$ cat config.mk
export PLATFORM = sky130hd
export DESIGN_NAME = loop_dac_fault_status
export DESIGN_NICKNAME = d
export VERILOG_FILES = /design/src/hw/loop_fault_pkg.sv /design/src/hw/loop_dac_fault_status.sv
export SDC_FILE = /design/constraint.sdc
export NUM_CORES = 1
export LEC_CHECK = 0
export BUFFER_PORTS_ARGS = -buffer_cell sky130_fd_sc_hd__clkbuf_2
export CAP_MARGIN = 10
export CELL_PAD_IN_SITES_DETAIL_PLACEMENT = 0
export CELL_PAD_IN_SITES_GLOBAL_PLACEMENT = 1
export CORE_MARGIN = 4
export CORE_UTILIZATION = 34
export DETAILED_ROUTE_END_ITERATION = 10
export GPL_TIMING_DRIVEN = 1
export HOLD_SLACK_MARGIN = 0.12
export PLACE_DENSITY = 0.85
export REMOVE_ABC_BUFFERS = 1
export SETUP_SLACK_MARGIN = 0.4
export SYNTH_ARGS = -nofsm -noshare
export SYNTH_HDL_FRONTEND = slang
export SYNTH_SLANG_ARGS = --single-unit
$ cat constraint.sdc
create_clock -name mclk_i -period 1.8 [get_ports mclk_i]
set_input_delay 0.36 -clock mclk_i [delete_from_list [all_inputs] [get_ports mclk_i]]
set_output_delay 0.36 -clock mclk_i [all_outputs]
set_load 0.03 [all_outputs]
$ cat src/hw/loop_fault_pkg.sv
`default_nettype none
package loop_fault_pkg;
	// Control register bits held by this block
	localparam int CTL_ALARM_SPI_BIT = 10;
	localparam int CTL_ADC_EN_BIT    = 8;
	localparam int CTL_REF_PD_BIT    = 7;
	localparam int CTL_VLOW_ALERT_BIT = 6;
	localparam logic CTL_ALARM_SPI_RST  = 1'b0;
	localparam logic CTL_ADC_EN_RST     = 1'b0;
	localparam logic CTL_REF_PD_RST     = 1'b0;
	localparam logic CTL_VLOW_ALERT_RST = 1'b0;
	// Fault register layout
	localparam int FLT_SPI_BIT   = 15;
	localparam int FLT_FRAME_BIT = 14;
	localparam int FLT_OVER_BIT  = 13;
	localparam int FLT_UNDER_BIT = 12;
	localparam int FLT_T140_BIT  = 11;
	localparam int FLT_T100_BIT  = 10;
	localparam int FLT_V6_BIT    = 9;
	localparam int FLT_V12_BIT   = 8;
	localparam int FLT_ADC_MSB   = 7;
	localparam logic [15:0] FLT_RST = 16'h0000;
	// Loop sense: code = V * 256 / 2.5, thresholds in ADC codes
	localparam logic [7:0] VLOW_6V_CODE  = 8'h1F; // about 0.3 V
	localparam logic [7:0] VLOW_12V_CODE = 8'h3D; // about 0.6 V
	typedef struct packed {
		logic spi_timeout;
		logic frame_err;
		logic over;
		logic under;
		logic t140;
		logic t100;
		logic v6;
		logic v12;
	} fault_flags_s;
	typedef struct packed {
		logic alarm_spi_off;
		logic adc_en;
		logic ref_pd;
		logic vlow_alert_en;
	} ctl_bits_s;
endpackage
`default_nettype wire

$ cat src/hw/loop_dac_fault_status.sv
// Operation
// - On-chip ADC stays disabled while its enable bit is 0; reset default off.
// - Reference power-down bit 1 turns internal reference off; default on.
// - With ADC on, alert enable 1 raises fault output when loop sense falls near 0.3 V.
// - Fault register is read-only; writes never alter it.
// - Fault bits 15..8 are the eight flags; bits 7..0 the ADC result.
// - Watchdog timeout sets SPI fault flag and raises the fault output.
// - SPI timeout forces alarm current when control bit 10 is 0.
// - Alarm current direction follows the sampled polarity pin.
// - Frame check error sets its flag and raises the fault output.
// - Loop current above programmed sets over flag and fault output.
// - Loop current below programmed sets under flag and fault output.
// - Over-140 flag sets above 140 C, clears only below 125 C.
// - ADC field encodes loop sense voltage as 2.5/256 V per code.
// - SPI alarm bit defaults 0; at 1 flag and alert set, no forcing.
`timescale 1ns/1ps
`default_nettype none
module loop_dac_fault_status (
	input  wire logic        mclk_i,
	input  wire logic        rst_n_i,
	// Control register write from the serial frame decoder
	input  wire logic        ctl_wr_i,
	input  wire logic [15:0] ctl_wdata_i,
	input  wire logic        fault_wr_i,
	input  wire logic [15:0] fault_wdata_i,
	// Events from the serial interface
	input  wire logic        spi_timeout_i,
	input  wire logic        frame_check_error_i,
	input  wire logic        valid_frame_i,
	// Analog comparators and ADC (asynchronous)
	input  wire logic        over_i,
	input  wire logic        under_i,
	input  wire logic        temp_hi140_i,
	input  wire logic        temp_lo125_i,
	input  wire logic        temp_hi100_i,
	input  wire logic        temp_lo85_i,
	input  wire logic [7:0]  loop_sense_voltage_i,
	input  wire logic        alarm_dir_i,
	output logic [15:0]      fault_status_o,
	output logic             fault_alert_o,
	output logic             adc_en_o,
	output logic             ref_pd_o,
	output logic             alarm_force_o,
	output logic             alarm_high_o
);
	logic [1:0] rst_sync_q;
	logic       rst_n;
	always_ff @(posedge mclk_i or negedge rst_n_i) begin
		if (!rst_n_i)
			rst_sync_q <= 2'b00;
		else
			rst_sync_q <= {rst_sync_q[0], 1'b1};
	end
	assign rst_n = rst_sync_q[1];

	// Two-flop synchronisers for analog-side levels
	logic [6:0] async_m_q, async_s_q;
	logic [7:0] adc_m_q, adc_s_q, adc_p_q;
	always_ff @(posedge mclk_i or negedge rst_n) begin
		if (!rst_n) begin
			async_m_q <= 7'h00;
			async_s_q <= 7'h00;
			adc_m_q   <= 8'h00;
			adc_s_q   <= 8'h00;
			adc_p_q   <= 8'h00;
		end else begin
			async_m_q <= {over_i, under_i, temp_hi140_i, temp_lo125_i,
				temp_hi100_i, temp_lo85_i, alarm_dir_i};
			async_s_q <= async_m_q;
			adc_m_q   <= loop_sense_voltage_i;
			adc_s_q   <= adc_m_q;
			adc_p_q   <= adc_s_q;
		end
	end
	logic s_over, s_under, s_h140, s_l125, s_h100, s_l85, s_dir;
	assign {s_over, s_under, s_h140, s_l125, s_h100, s_l85, s_dir} = async_s_q;
	// Code word is not gray coded: use it only once two samples agree
	logic adc_stable;
	assign adc_stable = (adc_s_q == adc_p_q);

	loop_fault_pkg::ctl_bits_s ctl_q, ctl_d;
	always_comb begin
		ctl_d = ctl_q;
		if (ctl_wr_i) begin
			ctl_d.alarm_spi_off =
				ctl_wdata_i[loop_fault_pkg::CTL_ALARM_SPI_BIT];
			ctl_d.adc_en = ctl_wdata_i[loop_fault_pkg::CTL_ADC_EN_BIT];
			ctl_d.ref_pd = ctl_wdata_i[loop_fault_pkg::CTL_REF_PD_BIT];
			ctl_d.vlow_alert_en =
				ctl_wdata_i[loop_fault_pkg::CTL_VLOW_ALERT_BIT];
		end
	end

	loop_fault_pkg::fault_flags_s flg_q, flg_d;
	logic [7:0] adc_q, adc_d;
	logic       dir_q, dir_d;
	always_comb begin
		flg_d = flg_q;
		// Event flags stay until a valid frame; a new event wins the clear
		if (valid_frame_i) begin
			flg_d.spi_timeout = 1'b0;
			flg_d.frame_err   = 1'b0;
		end
		if (spi_timeout_i)
			flg_d.spi_timeout = 1'b1;
		if (frame_check_error_i)
			flg_d.frame_err = 1'b1;
		flg_d.over  = s_over;
		flg_d.under = s_under;
		// Hysteresis: set above upper trip, clear below lower
		if (s_h140)
			flg_d.t140 = 1'b1;
		else if (s_l125)
			flg_d.t140 = 1'b0;
		if (s_h100)
			flg_d.t100 = 1'b1;
		else if (s_l85)
			flg_d.t100 = 1'b0;
		// Voltage compare needs fresh ADC data
		if (ctl_q.adc_en && adc_stable) begin
			flg_d.v6  = (adc_s_q <= loop_fault_pkg::VLOW_6V_CODE);
			flg_d.v12 = (adc_s_q <= loop_fault_pkg::VLOW_12V_CODE);
		end
		adc_d = (ctl_q.adc_en && adc_stable) ? adc_s_q : adc_q;
		// Direction latched at fault onset so it cannot flip mid-alarm
		dir_d = (spi_timeout_i && !flg_q.spi_timeout) ? s_dir : dir_q;
	end

	always_ff @(posedge mclk_i or negedge rst_n) begin
		if (!rst_n) begin
			ctl_q.alarm_spi_off <= loop_fault_pkg::CTL_ALARM_SPI_RST;
			ctl_q.adc_en        <= loop_fault_pkg::CTL_ADC_EN_RST;
			ctl_q.ref_pd        <= loop_fault_pkg::CTL_REF_PD_RST;
			ctl_q.vlow_alert_en <= loop_fault_pkg::CTL_VLOW_ALERT_RST;
			flg_q <= loop_fault_pkg::FLT_RST[15:8];
			adc_q <= loop_fault_pkg::FLT_RST[7:0];
			dir_q <= 1'b0;
		end else begin
			ctl_q <= ctl_d;
			flg_q <= flg_d;
			adc_q <= adc_d;
			dir_q <= dir_d;
		end
	end

	logic alert_d;
	always_comb begin
		alert_d = flg_q.spi_timeout | flg_q.frame_err | flg_q.over
			| flg_q.under | flg_q.t140
			| (flg_q.v6 & ctl_q.vlow_alert_en);
	end

	// fault_wr_i is deliberately unused: the register has no write path
	assign fault_status_o = {flg_q, adc_q};
	assign fault_alert_o  = alert_d;
	assign adc_en_o       = ctl_q.adc_en;
	assign ref_pd_o       = ctl_q.ref_pd;
	assign alarm_force_o  = flg_q.spi_timeout & ~ctl_q.alarm_spi_off;
	assign alarm_high_o   = dir_q;

	logic unused_wr;
	assign unused_wr = fault_wr_i ^ (^fault_wdata_i);
endmodule
`default_nettype wire

==> flow_summary_export.csv, run 1 <==
group,metric,value,unit
status,outcome,"completed",
sta,post-route-worst-setup-slack,0.192,ns
setup_path,reg2regPathDepth,5,
power,power_switching_share,0.235,
power,powerDensity,1140,nW/µm²
sta,final-max-slew-violation-count,0,
cells_and_area,areaGrowthSynthToFinish,46.3,%
cts,clk_pin_slew,0.07,ns
power,p_leak,0.00135,µW
route,viasPerCell,4.19,
place,place_congestion,0.670,
yosys,synthFlopType,"dfrtp_1",
yosys,synth_edf_count,0,
yosys,ys_types,16,
sta,rsz0062_at_grt,"yes",
cells_and_area,nets,243,
sta,clock.fmax,0.622,GHz
power,clock_power_share,0.426,
yosys,synth_area,1890,µm²
setup_path,crit_type,"reg2out",
cells_and_area,regArea,1530,µm²
yosys,synth_common_cells,"dfrtp_1, mux2_2, xnor2_1, a21o_1, inv_1",
setup_path,critical_path.startpoint,"fault_status_o[11]",
cells_and_area,final_cell_count_no_fill,264,
power,internal_power,2410,µW
floorplanning,initial_core_util,0.361,
grt,grt_pass1_vias,1178,
hold_path,hp-class,"in2reg",
power,p_seq_frac,0.476,
yosys,avgSynthCellArea,18.2,µm²
yosys,synth_top_area_frac,0.808,
route,wl,3810,µm
place,port_buffers,45,
run,drv_cap,0,
sta,worst_clock_skew,0.00852,ns
setup_path,r2r_end,"adc_q[4]",
hold_path,hp-start,"temp_lo85_i",
cells_and_area,fillers,397,
yosys,synth_most_common_cell,"dfrtp_1",
sta,setup_viol,0,
setup_path,arrival,1.25,ns
yosys,synth_top_cell_by_area,"dfrtp_1",
power,p_switching,740,µW
place,place_ws,0.240,ns
route,drtAntennaViolNets,0,
cells_and_area,design_area,2760,µm²
floorplanning,die_x,82.5,µm
grt,grt_max_degree,31,
yosys,synth_seq_cells,61,
cells_and_area,final_util,0.528,
cts,clk_latency,0.33,ns
floorplanning,die_h,82.5,µm
yosys,synthTopCellsByArea,"dfrtp_1, mux2_2, xnor2_1",
cts,cts_max_path_buffers,2,
route,drc_errors,0,
grt,grt.total_usage,0.121,
yosys,yosys_warnings,0,
floorplanning,io_pins,75,
cells_and_area,multiInputGateArea,397,µm²
place,dp.cells,223,
cts,cts_root_buf,"clkbuf_8",
grt,grt_pass1_wl,5800,µm
power,max-vdd-ir-drop,0.000786,V
power,pwr-share-comb,0.099,
route,vias,1106,
setup_path,cp-start-kind,"register",
route,dr.pass1.iters,3,
cts,cts_tree,"built",
sta,finalCriticalPeriod,1.61,ns
route,drt-wirelength-per-cell,14.4,µm
sta,fin_crit_sh,0.893,
cts,numCtsBuffers,9,
floorplanning,dieArea,6810,µm²
setup_path,crit_end,"fault_alert_o",
grt,grt-ovfl-total,0,
setup_path,cp_max_fo,2,
setup_path,reg2reg_from,"adc_s_q[5]",
cts,cts.sinks,61,
yosys,ys_seq_area_frac,0.808,
cts,htree_levels,3,
setup_path,critPathCaptureType,"output pin",
yosys,synthCells,104,
floorplanning,rows,26,
sta,hold_violations,0,
setup_path,r2r_slack,0.30,ns
place,placed_area,2230,µm²
cells_and_area,drive_above_1_share,0.485,
yosys,synthArstFlopShare,1.00,
place,hpwl,2110,µm
route,drt_iter0_drc,23,
grt,antenna_found_initial,0,
setup_path,critPathRequiredTime,1.44,ns
floorplanning,core,5240,µm²
cells_and_area,diodes,0,
layout make-up:
| class | instances | area share |
|---|---|---|
| Sequential cell | 61 | 0.553 |
| Clock inverter | 6 | 0.0312 |
| Multi-Input combinational cell | 40 | 0.144 |
| Inverter | 3 | 0.00407 |
| Timing Repair Buffer | 74 | 0.187 |
| Tap cell | 70 | 0.0317 |
| Clock buffer | 10 | 0.0498 |
critical path, cell delays in order (launching register included):
cell and delay, ns:
dfrtp_1 0.38, nor4_1 0.27, nand2_1 0.10, clkbuf_8 0.17
cells in the final DEF, fill, tap and decap left out:
master	n
nand3_1	1
a21o_1	4
dlygate4sd3_1	14
a311oi_1	1
inv_1	3
nor2b_4	1
dfrtp_1	60
buf_4	11
mux2_4	10
conb_1	1
nor3_4	1
clkinv_2	2
buf_6	6
nor3_1	1
and3_1	1
mux2_2	5
clkbuf_4	1
clkbuf_8	11
xnor2_1	8
nor4_1	1
nor2b_1	1
nand2_1	2
clkinvlp_4	1
bufinv_16	2
nand4_1	1
clkinv_4	1
a21oi_1	1
clkbuf_2	41
dfrtp_2	1
flip-flops by register name, indices dropped and copies added (netlist names), 7 cells and up:
register	cells
adc_m_q	8
adc_p_q	8
adc_q	8
adc_s_q	8
async_m_q	7
async_s_q	7
fault_status_o	8
worst min-delay path by stage:
stage | endpoint | slack, ns | depth (start not counted)
4_1_cts | adc_m_q[6] | 0.12 | 1
2_1_floorplan | rst_sync_q[0] | 0.06 | 0
6_report | async_m_q[1] | 0.13 | 1
5_1_grt | async_m_q[1] | 0.12 | 1
3_5_place_dp | rst_sync_q[0] | 0.15 | 1
3_3_place_gp | rst_sync_q[0] | 0.15 | 1
what timing repair did:
action | in CTS | in global routing
pin swaps | 7 | 3
endpoints found under the setup margin | 12 | 14
hold buffers | 10 | 4
resized for setup | 16 | 10
buffers inserted | 9 | 2
endpoints found under the hold margin | 11 | 4
per-stage QoR:
step	power [µW]	hold slack, ns	setup TNS [ns]
floorplan	1670	0.0644	-1.43
global placement	1760	0.147	0
detailed placement	1770	0.149	0
CTS	3150	0.120	0
global route	3290	0.120	0
finish	3150	0.135	0
routing by layer:
metal  routed length (µm)  vias to the layer above  GRT usage
met5                    0                        -          0
met4                   69                        0     0.0588
met3                  166                        7     0.0629
met2                 2160                       24      0.188
met1                 1420                      557      0.137
li1                     -                      518          -
kinds of logic after synthesis:
| group | after synthesis | synth area share |
|---|---|---|
| AO/OA/AOI/OAI | 6 | 0.0232 |
| flip-flops | 61 | 0.808 |
| multiplexers | 15 | 0.0894 |
| other | 1 | 0.00198 |
| AND/OR/NAND/NOR | 10 | 0.0344 |
| XOR/XNOR | 8 | 0.0371 |
| buffers and inverters | 3 | 0.00596 |
power groups by stage:
stage | clock [µW] | combinational (µW) | sequential [µW]
2_1_floorplan | 0 | 64.8 | 1600
3_3_place_gp | 0 | 233 | 1520
3_5_place_dp | 0 | 238 | 1530
4_1_cts | 1350 | 293 | 1500
5_1_grt | 1450 | 334 | 1510
6_report | 1340 | 311 | 1500
(Power assumes the default switching activity.)
==> run 2, diff against run 1 <==
--- a/config.mk
+++ b/config.mk
@@ -10,11 +10,12 @@
 export CELL_PAD_IN_SITES_DETAIL_PLACEMENT = 0
 export CELL_PAD_IN_SITES_GLOBAL_PLACEMENT = 1
 export CORE_MARGIN = 4
-export CORE_UTILIZATION = 34
+export CORE_UTILIZATION = 30
 export DETAILED_ROUTE_END_ITERATION = 10
+export GPL_ROUTABILITY_DRIVEN = 0
 export GPL_TIMING_DRIVEN = 1
 export HOLD_SLACK_MARGIN = 0.12
-export PLACE_DENSITY = 0.85
+export PLACE_DENSITY = 0.77
 export REMOVE_ABC_BUFFERS = 1
 export SETUP_SLACK_MARGIN = 0.4
 export SYNTH_ARGS = -nofsm -noshare
==> run 2 against run 1 <==
Against the previous run:
- clock power decreased by 8%
- final area decreased by 3.6%
- sequential cell count unchanged
==> flow_summary_export.csv, run 2 (synthesis results as in run 1) <==
group,metric,value,unit
status,outcome,"completed",
cts,clk_pin_slew,0.06,ns
hold_path,hp-class,"in2reg",
floorplanning,rows,28,
floorplanning,io_pins,75,
cts,cts_max_path_buffers,2,
cts,htree_levels,3,
cts,clk_latency,0.32,ns
cells_and_area,final_util,0.442,
run,drv_cap,0,
setup_path,r2r_end,"adc_q[4]",
setup_path,cp_max_fo,2,
cells_and_area,diodes,0,
floorplanning,die_x,87.4,µm
sta,rsz0062_at_grt,"yes",
hold_path,whs_path_depth,1,
setup_path,r2r_slack,0.23,ns
grt,grt_pass1_wl,5420,µm
place,hpwl,2270,µm
grt,antenna_found_initial,0,
place,port_buffers,45,
power,clock_power_share,0.408,
cells_and_area,layout_common_cells,"dfrtp_1, clkbuf_2, clkbuf_8",
cells_and_area,areaGrowthSynthToFinish,41.0,%
route,dr.pass1.iters,4,
cts,numCtsBuffers,9,
route,drtAntennaViolNets,0,
route,drt-wirelength-per-cell,13.3,µm
setup_path,cp-start-kind,"register",
power,internal_power,2330,µW
sta,worst_clock_skew,0.0110,ns
place,placed_area,2250,µm²
sta,final-max-slew-violation-count,0,
setup_path,critPathCaptureType,"output pin",
route,viasPerCell,4.16,
floorplanning,dieArea,7630,µm²
cells_and_area,design_area,2660,µm²
sta,post-route-worst-setup-slack,0.193,ns
route,vias,1069,
hold_path,hp-start,"temp_lo85_i",
power,total_power,3020,µW
route,drt_iter0_drc,5,
sta,holdWs,0.142,ns
sta,clock.fmax,0.622,GHz
grt,grt.total_usage,0.0974,
cells_and_area,nets,231,
cts,cts.sinks,61,
power,p_switching,685,µW
power,p_seq_frac,0.501,
power,power_switching_share,0.227,
setup_path,critPathRequiredTime,1.44,ns
cells_and_area,drive_above_1_share,0.505,
setup_path,reg2regPathDepth,5,
floorplanning,core,6030,µm²
sta,finalCriticalPeriod,1.61,ns
setup_path,arrival,1.25,ns
place,place_ws,0.217,ns
grt,grt_pass1_vias,1140,
cells_and_area,fillers,566,
hold_path,worstHoldEndpoint,"async_m_q[1]",
floorplanning,initial_core_util,0.314,
power,p_leak,0.00130,µW
floorplanning,die_h,87.4,µm
power,powerDensity,1130,nW/µm²
power,max-vdd-ir-drop,0.000764,V
cells_and_area,layout_commonest_cell,"dfrtp_1",
grt,grt-ovfl-total,0,
cts,cts_tree,"built",
setup_path,reg2reg_from,"adc_s_q[4]",
sta,hold_violations,0,
route,wl,3420,µm
cts,cts_root_buf,"clkbuf_8",
route,drc_errors,0,
power,pwr-share-comb,0.091,
setup_path,crit_type,"reg2out",
sta,setup_viol,0,
grt,grt_max_degree,31,
sta,fin_crit_sh,0.893,
[run 2: area by class of cell]
cell class,count,area (µm²),area share
clock buffers,13,169,0.0634
repair buffers,62,405,0.152
clock inverters,3,42.5,0.0160
multi-input cells,40,414,0.155
inverters,3,11.3,0.00423
flip-flops and latches,61,1530,0.574
well taps,75,93.8,0.0352
[run 2: what timing repair did]
action / 4_1_cts / 5_1_grt
endpoints found under the setup margin: 12 / 13
resized for setup: 14 / 9
hold buffers: 1 / 5
endpoints found under the hold margin: 2 / 5
pin swaps: 3 / 2
buffers inserted: 7 / 0
cloned: 0 / 0
[run 2: how the worst max path moves through the flow]
stage,from,end,slack (ns),cells after the start
after floorplan,rst_sync_q[1],adc_en_o,-0.02,0
after global placement,adc_s_q[7],adc_q[4],0.24,5
after detailed placement,adc_s_q[7],adc_q[4],0.22,5
after CTS,fault_status_o[11],fault_alert_o,0.19,3
after global routing,adc_s_q[2],adc_q[4],0.1,5
final,fault_status_o[11],fault_alert_o,0.19,3
[run 2: per-layer routing]
metal | vias to the layer above | GRT usage | part of all wire
met1 | 550 | 0.107 | 0.39
li1 | 494 | - | -
met5 | - | 0 | 0
met4 | 0 | 0.0544 | 0.020
met2 | 19 | 0.161 | 0.57
met3 | 6 | 0.0369 | 0.024
[run 2: through the flow]
step	setup TNS, ns	cells
after CTS	0	252
final	0	257
after detailed placement	0	228
after global placement	0	228
after global routing	0	257
after floorplan	-1.43	104
[run 2: worst max-delay path: stages, from the launching register on]
cell and delay, ns:
dfrtp_1 0.39, nor4_2 0.28, nand2_1 0.09, clkbuf_8 0.16
[run 2: power groups by stage]
stage,logic [µW],registers [µW],clock network [µW]
final,276,1510,1230
after global routing,299,1520,1340
after CTS,265,1510,1260
after detailed placement,234,1540,0
after global placement,230,1530,0
after floorplan,64.8,1600,0
